<file path="src/mccr_map.vh">
// constants of the main clock / time-base controller: offsets, fields, counts
// assumes inclusion by bare name from the design files of this block
`ifndef MCCR_MAP_VH
`define MCCR_MAP_VH

// register word indices on the avalon slave
`define MCCR_IDX_CTRL      2'h0
`define MCCR_IDX_EVT_STAT  2'h1
`define MCCR_IDX_EVT_MASK  2'h2

// control/status fields
`define MCCR_BIT_CLKOUT    7
`define MCCR_BIT_DIV_HI    6
`define MCCR_BIT_DIV_LO    5
`define MCCR_BIT_SLOW      4
`define MCCR_BIT_TB_HI     3
`define MCCR_BIT_TB_LO     2
`define MCCR_BIT_TIE       1
`define MCCR_BIT_FLAG      0
`define MCCR_CTRL_RESET    8'h00

// event status / mask bits
`define MCCR_EVT_W         3
`define MCCR_EVT_TICK      0
`define MCCR_EVT_AHALT_END 1
`define MCCR_EVT_HALT_END  2
`define MCCR_EVT_RESET     3'h0

// slow-mode divider terminal counts (divide by 2, 4, 8, 16)
`define MCCR_DIV_LAST0     4'h1
`define MCCR_DIV_LAST1     4'h3
`define MCCR_DIV_LAST2     4'h7
`define MCCR_DIV_LAST3     4'hf
`define MCCR_DIV_NORMAL    4'h0

// time-base periods in oscillator cycles
`define MCCR_TB_PERIOD0    18'd16000
`define MCCR_TB_PERIOD1    18'd32000
`define MCCR_TB_PERIOD2    18'd80000
`define MCCR_TB_PERIOD3    18'd200000

// power mode states
`define MCCR_ST_RUN        2'h0
`define MCCR_ST_AHALT      2'h1
`define MCCR_ST_HALT       2'h2

`endif

</file>
<file path="src/mccr_prescaler.v">
// cpu clock prescaler: one-cycle cpu clock enable and a clock-out phase level
// assumes clk is the oscillator clock; run low freezes the divider
`timescale 1ns/1ns
`default_nettype none
`include "mccr_map.vh"

module mccr_prescaler (
  input  wire       clk,
  input  wire       resetn,
  input  wire       run,
  input  wire       slow_select,
  input  wire [1:0] slow_divider_select,
  output reg        cpu_en_q,
  output reg        phase_q
);

  reg  [3:0] cnt_q;
  reg  [3:0] last;
  wire [3:0] cnt_n;

  always @* begin
    case (slow_divider_select)
      2'h0:    last = `MCCR_DIV_LAST0;
      2'h1:    last = `MCCR_DIV_LAST1;
      2'h2:    last = `MCCR_DIV_LAST2;
      default: last = `MCCR_DIV_LAST3;
    endcase
    if (!slow_select) begin
      last = `MCCR_DIV_NORMAL;
    end
  end

  assign cnt_n = (cnt_q >= last) ? 4'h0 : cnt_q + 4'h1;

  // divider change lands cleanly: a shorter count wraps at once via >=
  always @(posedge clk or negedge resetn) begin
    if (!resetn) begin
      cnt_q    <= 4'h0;
      cpu_en_q <= 1'b0;
      phase_q  <= 1'b0;
    end else if (run) begin
      cnt_q    <= cnt_n;
      cpu_en_q <= (cnt_n == 4'h0);
      if (last == `MCCR_DIV_NORMAL) begin
        phase_q <= ~phase_q;
      end else begin
        phase_q <= (cnt_n <= {1'b0, last[3:1]});
      end
    end else begin
      cpu_en_q <= 1'b0;
    end
  end

endmodule // mccr_prescaler

`default_nettype wire

</file>
<file path="src/mccr_timebase.v">
// periodic time-base down counter with a one-cycle tick at each period end
// assumes clk is the oscillator clock; run low freezes the count
`timescale 1ns/1ns
`default_nettype none
`include "mccr_map.vh"

module mccr_timebase #(
  parameter [17:0] PERIOD0 = `MCCR_TB_PERIOD0,
  parameter [17:0] PERIOD1 = `MCCR_TB_PERIOD1,
  parameter [17:0] PERIOD2 = `MCCR_TB_PERIOD2,
  parameter [17:0] PERIOD3 = `MCCR_TB_PERIOD3
) (
  input  wire       clk,
  input  wire       resetn,
  input  wire       run,
  input  wire [1:0] time_base_select,
  output reg        tick_q
);

  reg  [17:0] cnt_q;
  reg  [17:0] period;

  always @* begin
    case (time_base_select)
      2'h0:    period = PERIOD0;
      2'h1:    period = PERIOD1;
      2'h2:    period = PERIOD2;
      default: period = PERIOD3;
    endcase
  end

  // selection is sampled only at reload, so a running period never shifts
  always @(posedge clk or negedge resetn) begin
    if (!resetn) begin
      cnt_q  <= PERIOD0 - 18'd1;
      tick_q <= 1'b0;
    end else if (run) begin
      if (cnt_q == 18'd0) begin
        cnt_q  <= period - 18'd1;
        tick_q <= 1'b1;
      end else begin
        cnt_q  <= cnt_q - 18'd1;
        tick_q <= 1'b0;
      end
    end else begin
      tick_q <= 1'b0;
    end
  end

endmodule // mccr_timebase

`default_nettype wire

</file>
<file path="src/mccr_top.v">
// main clock controller: cpu clock prescaler, clock-out, time-base tick
// assumes clk is the oscillator clock and all cpu inputs share that clock
//
// What this block does
// - wait mode leaves everything running; tick wakes
// - active halt: counter runs, registers frozen
// - full halt freezes counter and registers
// - tick request needs enable and unmasked cpu
// - tick wakes active halt, never full halt
// - bit 7 routes cpu clock to pin
// - clock-out suspended during active halt
// - bits 6:5 pick slow divisor 2..16
// - bit 4 selects slow divided cpu clock
// - new time base applies from next period
// - bits 3:2 pick period 16000..200000 cycles
// - halt with tick enable enters active halt
// - bit 0 tick flag, cleared by reading
//
// Register access over Avalon-MM and the register offsets were left to the implementer.
`timescale 1ns/1ns
`default_nettype none
`include "mccr_map.vh"

module mccr_top #(
  parameter [17:0] TB_PERIOD0 = `MCCR_TB_PERIOD0,
  parameter [17:0] TB_PERIOD1 = `MCCR_TB_PERIOD1,
  parameter [17:0] TB_PERIOD2 = `MCCR_TB_PERIOD2,
  parameter [17:0] TB_PERIOD3 = `MCCR_TB_PERIOD3
) (
  input  wire        clk,
  input  wire        resetn,
  input  wire [1:0]  avs_address,
  input  wire        avs_read,
  input  wire        avs_write,
  input  wire [31:0] avs_writedata,
  input  wire [3:0]  avs_byteenable,
  output wire [31:0] avs_readdata,
  output wire        avs_waitrequest,
  output wire        irq,
  input  wire        halt_instr,
  input  wire        wait_mode,
  input  wire        cpu_irq_mask,
  input  wire        halt_wake_irq,
  output wire        cpu_clk_en,
  output wire        clock_out_pin_o,
  output wire        clock_out_pin_oe,
  output wire        tick_irq_req,
  output wire        active_halt,
  output wire        full_halt,
  output wire        cpu_wake
);

  // control/status fields
  reg                    clock_out_enable_q;
  reg  [1:0]             slow_divider_select_q;
  reg                    slow_select_q;
  reg  [1:0]             time_base_select_q;
  reg                    tick_irq_enable_q;
  reg                    tick_flag_q;
  reg                    tick_flag_d;

  // bus side
  reg                    ack_q;
  reg  [7:0]             readdata_q;
  reg  [7:0]             rd_mux;
  wire                   access;
  wire                   done_rd;
  wire                   done_wr;
  wire                   wr_ctrl;
  wire                   wr_mask;

  // event interrupt registers
  reg  [`MCCR_EVT_W-1:0] evt_stat_q;
  reg  [`MCCR_EVT_W-1:0] evt_stat_d;
  reg  [`MCCR_EVT_W-1:0] evt_mask_q;
  reg  [`MCCR_EVT_W-1:0] evt_set;
  reg  [`MCCR_EVT_W-1:0] evt_clr;

  // power mode
  reg  [1:0]             mode_q;
  reg  [1:0]             mode_d;
  reg                    ahalt_end;
  reg                    halt_end;
  wire                   regs_live;
  wire                   counter_run;
  wire                   tick;
  wire                   cpu_en;
  wire                   phase;

  // one wait state: request seen, answer on the following edge
  assign access          = (avs_read | avs_write) & ~ack_q;
  assign avs_waitrequest = (avs_read | avs_write) & ~ack_q;
  assign done_rd         = avs_read & ack_q;
  assign done_wr         = avs_write & ack_q & avs_byteenable[0];
  assign avs_readdata    = {24'h000000, readdata_q};

  always @(posedge clk or negedge resetn) begin
    if (!resetn) begin
      ack_q <= 1'b0;
    end else begin
      ack_q <= access;
    end
  end

  // frozen registers in both halt states; writes are still answered
  assign regs_live = (mode_q == `MCCR_ST_RUN);
  assign wr_ctrl   = done_wr & regs_live & (avs_address == `MCCR_IDX_CTRL);
  assign wr_mask   = done_wr & regs_live & (avs_address == `MCCR_IDX_EVT_MASK);

  always @* begin
    case (avs_address)
      `MCCR_IDX_CTRL: begin
        rd_mux = {clock_out_enable_q,
                  slow_divider_select_q,
                  slow_select_q,
                  time_base_select_q,
                  tick_irq_enable_q,
                  tick_flag_q};
      end
      `MCCR_IDX_EVT_STAT: begin
        rd_mux = {5'h00, evt_stat_q};
      end
      `MCCR_IDX_EVT_MASK: begin
        rd_mux = {5'h00, evt_mask_q};
      end
      default: begin
        rd_mux = 8'h00;
      end
    endcase
  end

  // data is captured one edge before completion and held while it stands
  always @(posedge clk or negedge resetn) begin
    if (!resetn) begin
      readdata_q <= 8'h00;
    end else if (access & avs_read) begin
      readdata_q <= rd_mux;
    end
  end

  // control fields, software read/write
  always @(posedge clk or negedge resetn) begin
    if (!resetn) begin
      clock_out_enable_q    <= 1'b0;
      slow_divider_select_q <= 2'h0;
      slow_select_q         <= 1'b0;
      time_base_select_q    <= 2'h0;
      tick_irq_enable_q     <= 1'b0;
    end else if (wr_ctrl) begin
      clock_out_enable_q    <= avs_writedata[`MCCR_BIT_CLKOUT];
      slow_divider_select_q <= avs_writedata[`MCCR_BIT_DIV_HI:`MCCR_BIT_DIV_LO];
      slow_select_q         <= avs_writedata[`MCCR_BIT_SLOW];
      time_base_select_q    <= avs_writedata[`MCCR_BIT_TB_HI:`MCCR_BIT_TB_LO];
      tick_irq_enable_q     <= avs_writedata[`MCCR_BIT_TIE];
    end
  end

  // tick flag: only the value actually returned is cleared, so a tick
  // between capture and completion survives; a set always wins
  always @* begin
    tick_flag_d = tick_flag_q;
    if (done_rd & regs_live & (avs_address == `MCCR_IDX_CTRL) &
        readdata_q[`MCCR_BIT_FLAG]) begin
      tick_flag_d = 1'b0;
    end
    if (tick) begin
      tick_flag_d = 1'b1;
    end
  end

  always @(posedge clk or negedge resetn) begin
    if (!resetn) begin
      tick_flag_q <= 1'b0;
    end else begin
      tick_flag_q <= tick_flag_d;
    end
  end

  // cpu-facing request; masked cpu keeps it pending in the flag
  assign tick_irq_req = tick_flag_q & tick_irq_enable_q & ~cpu_irq_mask;

  // power mode machine
  always @* begin
    mode_d    = mode_q;
    ahalt_end = 1'b0;
    halt_end  = 1'b0;
    case (mode_q)
      `MCCR_ST_RUN: begin
        if (halt_instr) begin
          if (tick_irq_enable_q) begin
            mode_d = `MCCR_ST_AHALT;
          end else begin
            mode_d = `MCCR_ST_HALT;
          end
        end
      end
      `MCCR_ST_AHALT: begin
        if (tick_irq_req | halt_wake_irq) begin
          mode_d    = `MCCR_ST_RUN;
          ahalt_end = 1'b1;
        end
      end
      `MCCR_ST_HALT: begin
        if (halt_wake_irq) begin
          mode_d   = `MCCR_ST_RUN;
          halt_end = 1'b1;
        end
      end
      default: begin
        mode_d = `MCCR_ST_RUN;
      end
    endcase
  end

  always @(posedge clk or negedge resetn) begin
    if (!resetn) begin
      mode_q <= `MCCR_ST_RUN;
    end else begin
      mode_q <= mode_d;
    end
  end

  assign active_halt = (mode_q == `MCCR_ST_AHALT);
  assign full_halt   = (mode_q == `MCCR_ST_HALT);

  // wait mode is only a cpu state here: it only lets a tick request raise cpu_wake
  assign cpu_wake = (wait_mode & tick_irq_req) |
                    (active_halt & (tick_irq_req | halt_wake_irq)) |
                    (full_halt & halt_wake_irq);

  // counter keeps going in wait and active halt, stops in full halt
  assign counter_run = ~full_halt;

  // software event bank: sticky, cleared by read of the returned bits
  always @* begin
    evt_set = {`MCCR_EVT_W{1'b0}};
    evt_set[`MCCR_EVT_TICK]      = tick;
    evt_set[`MCCR_EVT_AHALT_END] = ahalt_end;
    evt_set[`MCCR_EVT_HALT_END]  = halt_end;
    evt_clr = {`MCCR_EVT_W{1'b0}};
    if (done_rd & (avs_address == `MCCR_IDX_EVT_STAT)) begin
      evt_clr = readdata_q[`MCCR_EVT_W-1:0];
    end
    evt_stat_d = (evt_stat_q & ~evt_clr) | evt_set;
  end

  always @(posedge clk or negedge resetn) begin
    if (!resetn) begin
      evt_stat_q <= `MCCR_EVT_RESET;
      evt_mask_q <= `MCCR_EVT_RESET;
    end else begin
      evt_stat_q <= evt_stat_d;
      if (wr_mask) begin
        evt_mask_q <= avs_writedata[`MCCR_EVT_W-1:0];
      end
    end
  end

  assign irq = |(evt_stat_q & evt_mask_q);

  // cpu clock stops in both halt states
  mccr_prescaler u_prescaler (
    .clk                 (clk),
    .resetn              (resetn),
    .run                 (regs_live),
    .slow_select         (slow_select_q),
    .slow_divider_select (slow_divider_select_q),
    .cpu_en_q            (cpu_en),
    .phase_q             (phase)
  );

  mccr_timebase #(
    .PERIOD0 (TB_PERIOD0),
    .PERIOD1 (TB_PERIOD1),
    .PERIOD2 (TB_PERIOD2),
    .PERIOD3 (TB_PERIOD3)
  ) u_timebase (
    .clk              (clk),
    .resetn           (resetn),
    .run              (counter_run),
    .time_base_select (time_base_select_q),
    .tick_q           (tick)
  );

  assign cpu_clk_en = cpu_en;

  // pin released to port logic when clock-out is off or in active halt
  assign clock_out_pin_o  = phase & clock_out_enable_q & ~active_halt;
  assign clock_out_pin_oe = clock_out_enable_q & ~active_halt;

endmodule // mccr_top

`default_nettype wire

</file>
<file path="config.mk">
export PLATFORM = sky130hd
export DESIGN_NAME = mccr_top
export DESIGN_NICKNAME = d
export VERILOG_FILES = /design/src/mccr_prescaler.v /design/src/mccr_timebase.v /design/src/mccr_top.v
export VERILOG_INCLUDE_DIRS = /design/src /design/src/src
export SDC_FILE = /design/constraint.sdc
export NUM_CORES = 1
export LEC_CHECK = 0
export ABC_CLOCK_PERIOD_IN_PS = 4100
export BUFFER_PORTS_ARGS = -buffer_cell sky130_fd_sc_hd__clkbuf_2
export CAP_MARGIN = 20
export CORE_ASPECT_RATIO = 0.5
export CORE_UTILIZATION = 55
export CTS_CLUSTER_SIZE = 8
export DETAILED_ROUTE_END_ITERATION = 10
export PLACE_DENSITY = 0.9
export SYNTH_ARGS = -nofsm -noshare
export SYNTH_HDL_FRONTEND = slang
export SYNTH_SLANG_ARGS = --single-unit
</file>
<file path="constraint.sdc">
create_clock -name clk -period 4.1 [get_ports clk]
set_input_delay 0.82 -clock clk [delete_from_list [all_inputs] [get_ports clk]]
set_output_delay 0.82 -clock clk [all_outputs]
set_load 0.05 [all_outputs]
</file>
# ---- Word-level counts from Yosys, hierarchy flattened
# Cells that the tools add are included.
dict set report word_totals {
  register_bits 50
  input_bits 46
  out_inout_bits 41
  word_cells 96
}
dict set report op_classes {
  add_sub_neg 3
  n_lt_le_gt_ge 2
  n_eq_ne 11
  n_mux 22
  bitwise_logic 32
  reduce_logical 10
}
# cell n
set ops {}
lappend ops {{18-bit one-hot mux with 3 select lines} 1}
lappend ops {{18-bit by 1-bit subtractor with 18-bit output (second input constant)} 2}
lappend ops {{8-bit one-hot mux with 3 select lines} 1}
lappend ops {{1-bit AND} 20}
lappend ops {{18-bit logical NOT} 1}
lappend ops {{18-bit two-way mux} 1}
lappend ops {{4-bit one-hot mux with 3 select lines} 1}
lappend ops {{1-bit two-way mux} 10}
lappend ops {{2-bit by 1-bit equality test with 1-bit output (second input constant)} 4}
lappend ops {{2-bit equality test (second input constant)} 4}
lappend ops {{2-bit logical NOT} 4}
lappend ops {{4-bit logical NOT} 2}
lappend ops {{2-bit two-way mux} 4}
lappend ops {{4-bit two-way mux} 2}
lappend ops {{3-bit AND} 2}
lappend ops {{2-bit one-hot mux with 3 select lines} 1}
lappend ops {{4-bit by 1-bit adder with 4-bit output (second input constant)} 1}
lappend ops {{4-bit >= comparator} 1}
lappend ops {{4-bit by 3-bit less-or-equal comparator with 1-bit output} 1}
lappend ops {{2-bit != test (second input constant)} 2}
lappend ops {{1-bit NOT} 4}
lappend ops {{1-bit OR} 4}
lappend ops {{3-bit two-way mux} 1}
lappend ops {{3-bit NOT} 1}
lappend ops {{other kinds (5)} 5}

# ---- Depth between registers and ports, before layout
# Gate-level depths: netlist (run 1).
dict set report logic_depth {
  depth_word 7
  ltp_mapped 12
  depth_no_buf 12
}

# ---- Hierarchy
# Synthesis (run 1) repeated with hierarchy kept, for this count alone.
dict set report hier_totals {
  hier_cells 292
  area_unflattened_um2 2946.6
}
# mod instances cells_each area_each_um2 seq_area_each_um2
set modules_own_cells {}
lappend modules_own_cells {mccr_top 1 123 1325.0 625.6}
lappend modules_own_cells {mccr_timebase 1 110 1084.8 490.5}
lappend modules_own_cells {mccr_prescaler 1 59 536.8 150.1}

# ---- Worst setup path after synthesis (run 1)
# Ideal clock, no wire load.
dict set report synth_path {
  kind {in2out}
  start {in cpu_irq_mask}
  end {out cpu_wake}
  arrival_time_ps 2226
  required_time_ps 3280
  slack_ps 1054
  path_stages 4
  path_buffers 0
  path_cell_list {nor2_1 nor2_1 nor2_1 a221o_1}
}
dict set report synth_between {
  elab_chain_len 6
  elab_cells_between_ends 7
  classes_between {bitwise: 7}
}
# item line_no
set synth_rtl {}
lappend synth_rtl {{start: declaration} mccr_top.v:42} ;# input wire cpu_irq_mask,
lappend synth_rtl {{1-bit NOT *} mccr_top.v:180} ;# assign tick_irq_req = tick_flag_q & tick_irq_enable_q & ~cpu_irq_mask;
lappend synth_rtl {{1-bit AND *} mccr_top.v:180}
lappend synth_rtl {{1-bit OR} mccr_top.v:228} ;# (active_halt & (tick_irq_req | halt_wake_irq)) |
lappend synth_rtl {{1-bit AND} mccr_top.v:228}
lappend synth_rtl {{1-bit OR *} mccr_top.v:227} ;# assign cpu_wake = (wait_mode & tick_irq_req) |
lappend synth_rtl {{1-bit OR *} mccr_top.v:228}
lappend synth_rtl {{end: declaration} mccr_top.v:50} ;# output wire cpu_wake
# Every way passes the cells marked *; elsewhere a longest branch is shown, timed or not.

# ---- Final worst setup path (run 1)
dict set report layout_path {
  start {reg mode_q[0]}
  end {out cpu_wake}
}
dict set report layout_between {
  elab_chain_len 4
  elab_cells_between_ends 6
  classes_between {eq/ne: 2; bitwise: 4}
}
# item line_no
set layout_rtl {}
lappend layout_rtl {{start: declaration} mccr_top.v:80} ;# reg [1:0] mode_q;
lappend layout_rtl {{start signal: assignment} mccr_top.v:217} ;# mode_q <= `MCCR_ST_RUN;
lappend layout_rtl {{start signal: assignment} mccr_top.v:219} ;# mode_q <= mode_d;
lappend layout_rtl {{2-bit by 1-bit equality test with 1-bit output} n/a}
lappend layout_rtl {{1-bit AND} mccr_top.v:228}
lappend layout_rtl {{1-bit OR} mccr_top.v:227}
lappend layout_rtl {{1-bit OR *} mccr_top.v:228}
# Marks and branches as above.

==> results_dict.tcl, run 1 <==
set metrics [dict create \
    cap_violations 0 \
    synth_top_area_share_pct 34.4 \
    coreArea_um2 4620 \
    routabilityCongestion 0.886 \
    drt-vias-per-instance 5.75 \
    detailed_place_hpwl_um 4200 \
    synth.area.top_cells "dfrtp_1 (34%), dfstp_2 (11%), buf_4 (6.5%), mux2_2 (4.9%), ha_1 (4.1%)" \
    seq_area_um2 1270 \
    first_global_vias 2054 \
    clock_skew_ns 0.0137 \
    initial_utilization_pct 59.9 \
    final_core_util_pct 65.5 \
    drtIter0Drc 75 \
    ys_types 50 \
    cts_sinks 50 \
    powerDensity_nw_per_um2 644 \
    min_path_cells 1 \
    critPathCaptureType "output pin" \
    boundaryPins 87 \
    grt_max_degree 27 \
    hold_viol_final 0 \
    antenna-diode-count 0 \
    grt_pass1_wl_um 9240 \
    yosysTopAreaCell "dfrtp_1" \
    synth-main-ff-cell "dfrtp_1" \
    pwr-share-clk_pct 18.0 \
    hp-start "u_timebase.tick_q$_DFF_PN0_" \
    path_max_fanout 11 \
    status "finished, final reports clean" \
    syn_inst 281 \
    synthArstFlopShare_pct 100 \
    hold_class "reg2reg" \
    area_growth_pct 9.23 \
    layout_min_cycle_time_ns 3.08 \
    rr_worst_depth 11 \
    power_frac_seq_pct 41.6 \
    fin_cells 383 \
    fp.dieH_um 52.2 \
    p_int_mw 1.09 \
    cts_resized 0 \
    drc 0 \
    hold_ws_ns 0.467 \
    synth_area_um2 2770 \
    sw_frac_of_total_pct 43.8 \
    crit_required_ns 3.28 \
    period_share_pct 75.1 \
    placed_area_um2 2910 \
    total_power_mw 1.94 \
    syn_area_per_cell_um2 9.84 \
    clk_path_buf_depth 2 \
    synth_edf_count 0 \
    slew_headroom_pct 53.0 \
    setup_ws_ns 1.02 \
    num_vias 2203 \
    cts_buffers 5 \
    drive_gt1_share_pct 23.0 \
    worst_hold_path.endpoint "evt_stat_q[0]$_DFF_PN0_" \
    drt_pass1_iterations 4 \
    final_area_um2 3020 \
    nFillCells 337 \
    rows 17 \
    root_buffer "clkbuf_8" \
    dieArea_um2 5330 \
    drtAntennaViolNets 0 \
    rsz0062_at_grt "false" \
    cp.arrival_ns 2.26 \
    nets 371 \
    reg2reg_to "u_prescaler.phase_q$_DFFE_PN0N_" \
    port_buffers 35 \
    ys_warn_count 0 \
    postCtsSetupBuffers 0 \
    clk_pin_slew_ns 0.10 \
    setup_viol 0 \
    ys_seq_area_share_pct 45.8 \
    clock_latency_ns 0.31 \
    worst_setup_path_start_kind "flop" \
    antenna_found_initial 0 \
    fmax_mhz 325 \
    tritoncts "done" \
    p_leak_nw 1.41 \
    cts_hold_buf 0 \
    die_w_um 102 \
    avgRoutedWirePerCell_um 14.4 \
    worst-setup-path-type "reg2out" \
    worst_ir_drop_vdd_v 0.000292 \
    r2r_slack_ns 1.28 \
    wl_um 5520 \
    htree_levels 2 \
    grt_use_total_pct 23.3 \
    finalSetupTns_ns 0 \
    p_switching_uw 852 \
    ys_ff_latch 50 \
    share_comb_of_total_power_pct 40.4 \
    placedCellCount 375 \
    multi_input_area_um2 1350 \
    dp_slack_ns 1.31 \
    rr_startpoint "slow_select_q$_DFFE_PN0P_" \
    finalMaxSlewViolations 0 \
    worst-slew-pin-transition_ns 0.698 \
    overflow 0 \
]
state kept, by name (all words and copies together) (netlist names), 2 cells and up:
name and cells:
evt_mask_q 3, evt_stat_q 3, mode_q 2, readdata_q 8, slow_divider_select_q 2, time_base_select_q 2
u_prescaler.cnt_q 4, u_timebase.cnt_q 18
cell usage after synthesis, types with 7 or more instances:
master,number
dfstp_2,12
mux2_2,12
buf_4,24
clkbuf_1,7
inv_1,8
nand3_1,8
nor3_1,11
nor2_1,26
o21ai_0,14
nand2_1,24
ha_1,9
a21oi_1,11
dfrtp_1,38
power by group through the flow:
| stage | clock (mW) | sequential (mW) | combinational [mW] |
|---|---|---|---|
| after CTS | 0.356 | 0.805 | 0.789 |
| after global placement | 0 | 0.804 | 0.752 |
| after floorplan | 0 | 0.828 | 0.592 |
| final | 0.349 | 0.810 | 0.786 |
| after detailed placement | 0 | 0.814 | 0.786 |
| after global routing | 0.378 | 0.829 | 0.865 |
metal layers:
metal	global-route usage, %	wire [µm]	vias up
met4	9.76	124	0
li1	-	-	1032
met2	42.2	2770	72
met5	0	0	-
met1	27.4	2410	1084
met3	4.84	228	15
kinds of logic after synthesis:
| logic type | share of synthesized area, % |
|---|---|
| and+or+nand+nor | 19.9 |
| AOI/OAI and AO/OA | 12.5 |
| DFF | 45.8 |
| buffers and inverters | 8.68 |
| muxes | 6.69 |
| adders and majority gates | 4.07 |
| xor gates and xnor gates | 2.22 |
| other | 0.136 |
layout make-up:
class | instances | area share [%]
clock buffers | 6 | 2.40
multi-input cells | 214 | 44.6
repair buffers | 36 | 6.05
well taps | 66 | 2.73
inverters | 9 | 1.12
flip-flops and latches | 50 | 41.9
clock inverters | 2 | 1.24
placed cells by master (no fill, tap or decap), drive strengths merged, types with 6 or more instances in the layout:
cell type  instances
mux2              12
nand3              8
dfrtp             38
nor2              26
a21oi             11
conb              24
inv                8
o21ai             14
clkbuf            41
a22o               6
ha                 9
dfstp             12
nand2             24
nor3              11
worst max-delay path, cell delays in order (launching register included):
cell      delay (ns)
dfrtp_1         0.46
nand2b_1        0.41
clkinv_1        0.40
a221o_1         0.44
clkbuf_2        0.24
worst max-delay path by stage:
stage | start | endpoint | slack [ns] | depth (start not counted)
after global placement | slow_select_q$_DFFE_PN0P_ | u_prescaler.phase_q$_DFFE_PN0N_ | 1.39 | 11
after floorplan | cpu_irq_mask | cpu_wake | 1.05 | 4
after global routing | mode_q[0]$_DFFE_PN0P_ | cpu_wake | 0.91 | 4
after detailed placement | slow_select_q$_DFFE_PN0P_ | u_prescaler.phase_q$_DFFE_PN0N_ | 1.31 | 11
final | mode_q[0]$_DFFE_PN0P_ | cpu_wake | 1.02 | 4
after CTS | mode_q[0]$_DFFE_PN0P_ | cpu_wake | 1.03 | 4
Power figures use the tool's default switching activity.
==> inputs of run 2 (changes only) <==
ABC_CLOCK_PERIOD_IN_PS = 3000   (was 4100)
CORE_UTILIZATION = 51   (was 55)
PLACE_DENSITY = 0.85   (was 0.9)
clock period = 3 ns   (was 4.1 ns; I/O delays follow)
==> run 2 against run 1 <==
  * Cell count rose by 1.6%
  * Non-clock buffer count rose by 2
  * Sequential share of layout area fell by 0.31 points
  * Critical endpoint is now u_prescaler.phase_q$_DFFE_PN0N_
  * Largest cell class unchanged
  * Combinational power rose by 41%
  * Largest power group unchanged
==> results_dict.tcl, run 2 (synthesis gave the netlist of run 1 again) <==
set metrics [dict create \
    status "finished, final reports clean" \
    worst-setup-path-type "reg2reg" \
    dieArea_um2 5740 \
    coreArea_um2 5070 \
    clk_pin_slew_ns 0.09 \
    num_vias 2160 \
    rr_worst_depth 11 \
    cp.arrival_ns 3.03 \
    initial_utilization_pct 54.6 \
    drt-vias-per-instance 5.55 \
    area_growth_pct 10.3 \
    detailed_place_hpwl_um 4250 \
    worst_setup_path_start_kind "flop" \
    htree_levels 2 \
    powerDensity_nw_per_um2 878 \
    crit_buf_inv 0 \
    critical_path.top_delay_family "compound AO/OA/AOI/OAI gates" \
    total_power_mw 2.68 \
    path_max_fanout 8 \
    fmax_mhz 360 \
    nets 373 \
    p_leak_nw 1.42 \
    rows 18 \
    antenna-diode-count 0 \
    critPathCaptureType "flop" \
    largestRegisters "u_timebase.cnt_q x18, readdata_q x8, u_prescaler.cnt_q x4" \
    drc 0 \
    fp.dieH_um 54.1 \
    rsz0062_at_grt "false" \
    boundaryPins 87 \
    grt_max_degree 26 \
    largest_reg_flops 18 \
    clk_path_buf_depth 2 \
    slew_headroom_pct 57.0 \
    final_common_cell "dfrtp_1" \
    worst_ir_drop_vdd_v 0.000452 \
    layout_common_cells "dfrtp_1 (36), clkbuf_2 (35), nor2_1 (26)" \
    first_global_vias 1954 \
    cts_buffers 5 \
    antenna_found_initial 0 \
    grt_use_total_pct 21.4 \
    placedCellCount 381 \
    fin_cells 389 \
    overflow 0 \
    drtAntennaViolNets 0 \
    routabilityCongestion 0.889 \
    path_cells "ha_1, nand2b_1, a2111oi_2, or2_2, and2_1, ha_1, nor2b_1, o21a_1, o21ai_0, o2111ai_1, nand2_1" \
    finalMaxSlewViolations 0 \
    postCtsSetupBuffers 0 \
    drt_pass1_iterations 6 \
    layout_min_cycle_time_ns 2.77 \
    die_w_um 106 \
    clock_latency_ns 0.31 \
    grt_pass1_wl_um 9110 \
    finalSetupTns_ns 0 \
    drtIter0Drc 117 \
    worst_path_most_repeated_cell "ha_1" \
    cts_sinks 50 \
    clock_skew_ns 0.00677 \
    critPathMaxStageDelay_ns 0.47 \
    cap_violations 0 \
    crit_required_ns 3.25 \
    hold_viol_final 0 \
    worst-slew-pin-transition_ns 0.640 \
    avgRoutedWirePerCell_um 14.4 \
    wl_um 5580 \
    cp_slowest_cell "dfrtp_2" \
    drive_gt1_share_pct 24.8 \
    tritoncts "done" \
    root_buffer "clkbuf_8" \
    cp.depth 11 \
    regMostFlops "u_timebase.cnt_q" \
    hold_class "in2async" \
    period_share_pct 92.5 \
    port_buffers 35 \
    setup_viol 0 \
]
==> run 2: cell count changes in the layout (fill, tap and decap cells not counted) <==
| cell | previous run | this run |
|---|---|---|
| buf_4 | 1 | 3 |
| o21ai_1 | 0 | 1 |
| clkbuf_8 | 5 | 8 |
| bufinv_16 | 1 | 0 |
| clkbuf_1 | 1 | 0 |
| o21ai_0 | 14 | 13 |
| clkinvlp_4 | 1 | 0 |
| a2111oi_0 | 1 | 0 |
| a2111oi_2 | 0 | 1 |
| dfrtp_1 | 38 | 36 |
| dfrtp_2 | 0 | 2 |
==> run 2: what timing repair did <==
action / CTS / global route
hold buffers: 0 / 0
resized for setup: 0 / 5
setup endpoints to repair: 0 / 1
==> run 2: layer usage <==
metal	track usage, %	up-vias	share of wire [%]
li1	-	1029	-
met1	25.5	1053	43
met2	38.1	67	51
met3	5.69	11	4.1
met4	8.33	0	1.6
met5	0	-	0
==> run 2: worst paths after layout <==
path | endpoint | start | slack [ns]
min reg2reg | tick_flag_q$_DFFE_PN0P_ | u_timebase.tick_q$_DFF_PN0_ | 0.47
min | tick_irq_enable_q$_DFFE_PN0P_ | resetn | 0.28
max reg2reg | u_prescaler.phase_q$_DFFE_PN0N_ | slow_select_q$_DFFE_PN0P_ | 0.23
max | u_prescaler.phase_q$_DFFE_PN0N_ | slow_select_q$_DFFE_PN0P_ | 0.23
min in group clk | tick_flag_q$_DFFE_PN0P_ | u_timebase.tick_q$_DFF_PN0_ | 0.47
max in group asynchronous | u_timebase.cnt_q[1]$_DFFE_PN1N_ | resetn | 2.05
==> run 2: stage by stage <==
stage / area (µm²) / setup WS (ns) / hold slack [ns] / utilization (%)
4_1_cts: 3040 / 0.0426 / 0.292 / 60.0
6_report: 3050 / 0.226 / 0.281 / 60.2
3_3_place_gp: 2930 / 0.246 / 0.436 / 57.9
5_1_grt: 3050 / 0.00124 / 0.325 / 60.2
3_5_place_dp: 2930 / 0.0678 / 0.454 / 57.9
2_1_floorplan: 2850 / 0.390 / 0.304 / -
==> run 2: final cells by class <==
| cell class | count | area [µm²] |
|---|---|---|
| inverter | 9 | 33.8 |
| multi-input combinational | 214 | 1350 |
| timing repair buffer | 38 | 198 |
| fill | 413 | 2020 |
| clock buffer | 8 | 110 |
| tap | 70 | 87.6 |
| sequential | 50 | 1270 |
==> run 2: report_power, final <==
group | leakage (nW) | total [mW] | switching (mW) | internal (mW)
Sequential | 0.608 | 1.11 | 0.215 | 0.894
Combinational | 0.757 | 1.11 | 0.741 | 0.374
Clock | 0.0575 | 0.454 | 0.221 | 0.233
Total | 1.42 | 2.68 | 1.18 | 1.50
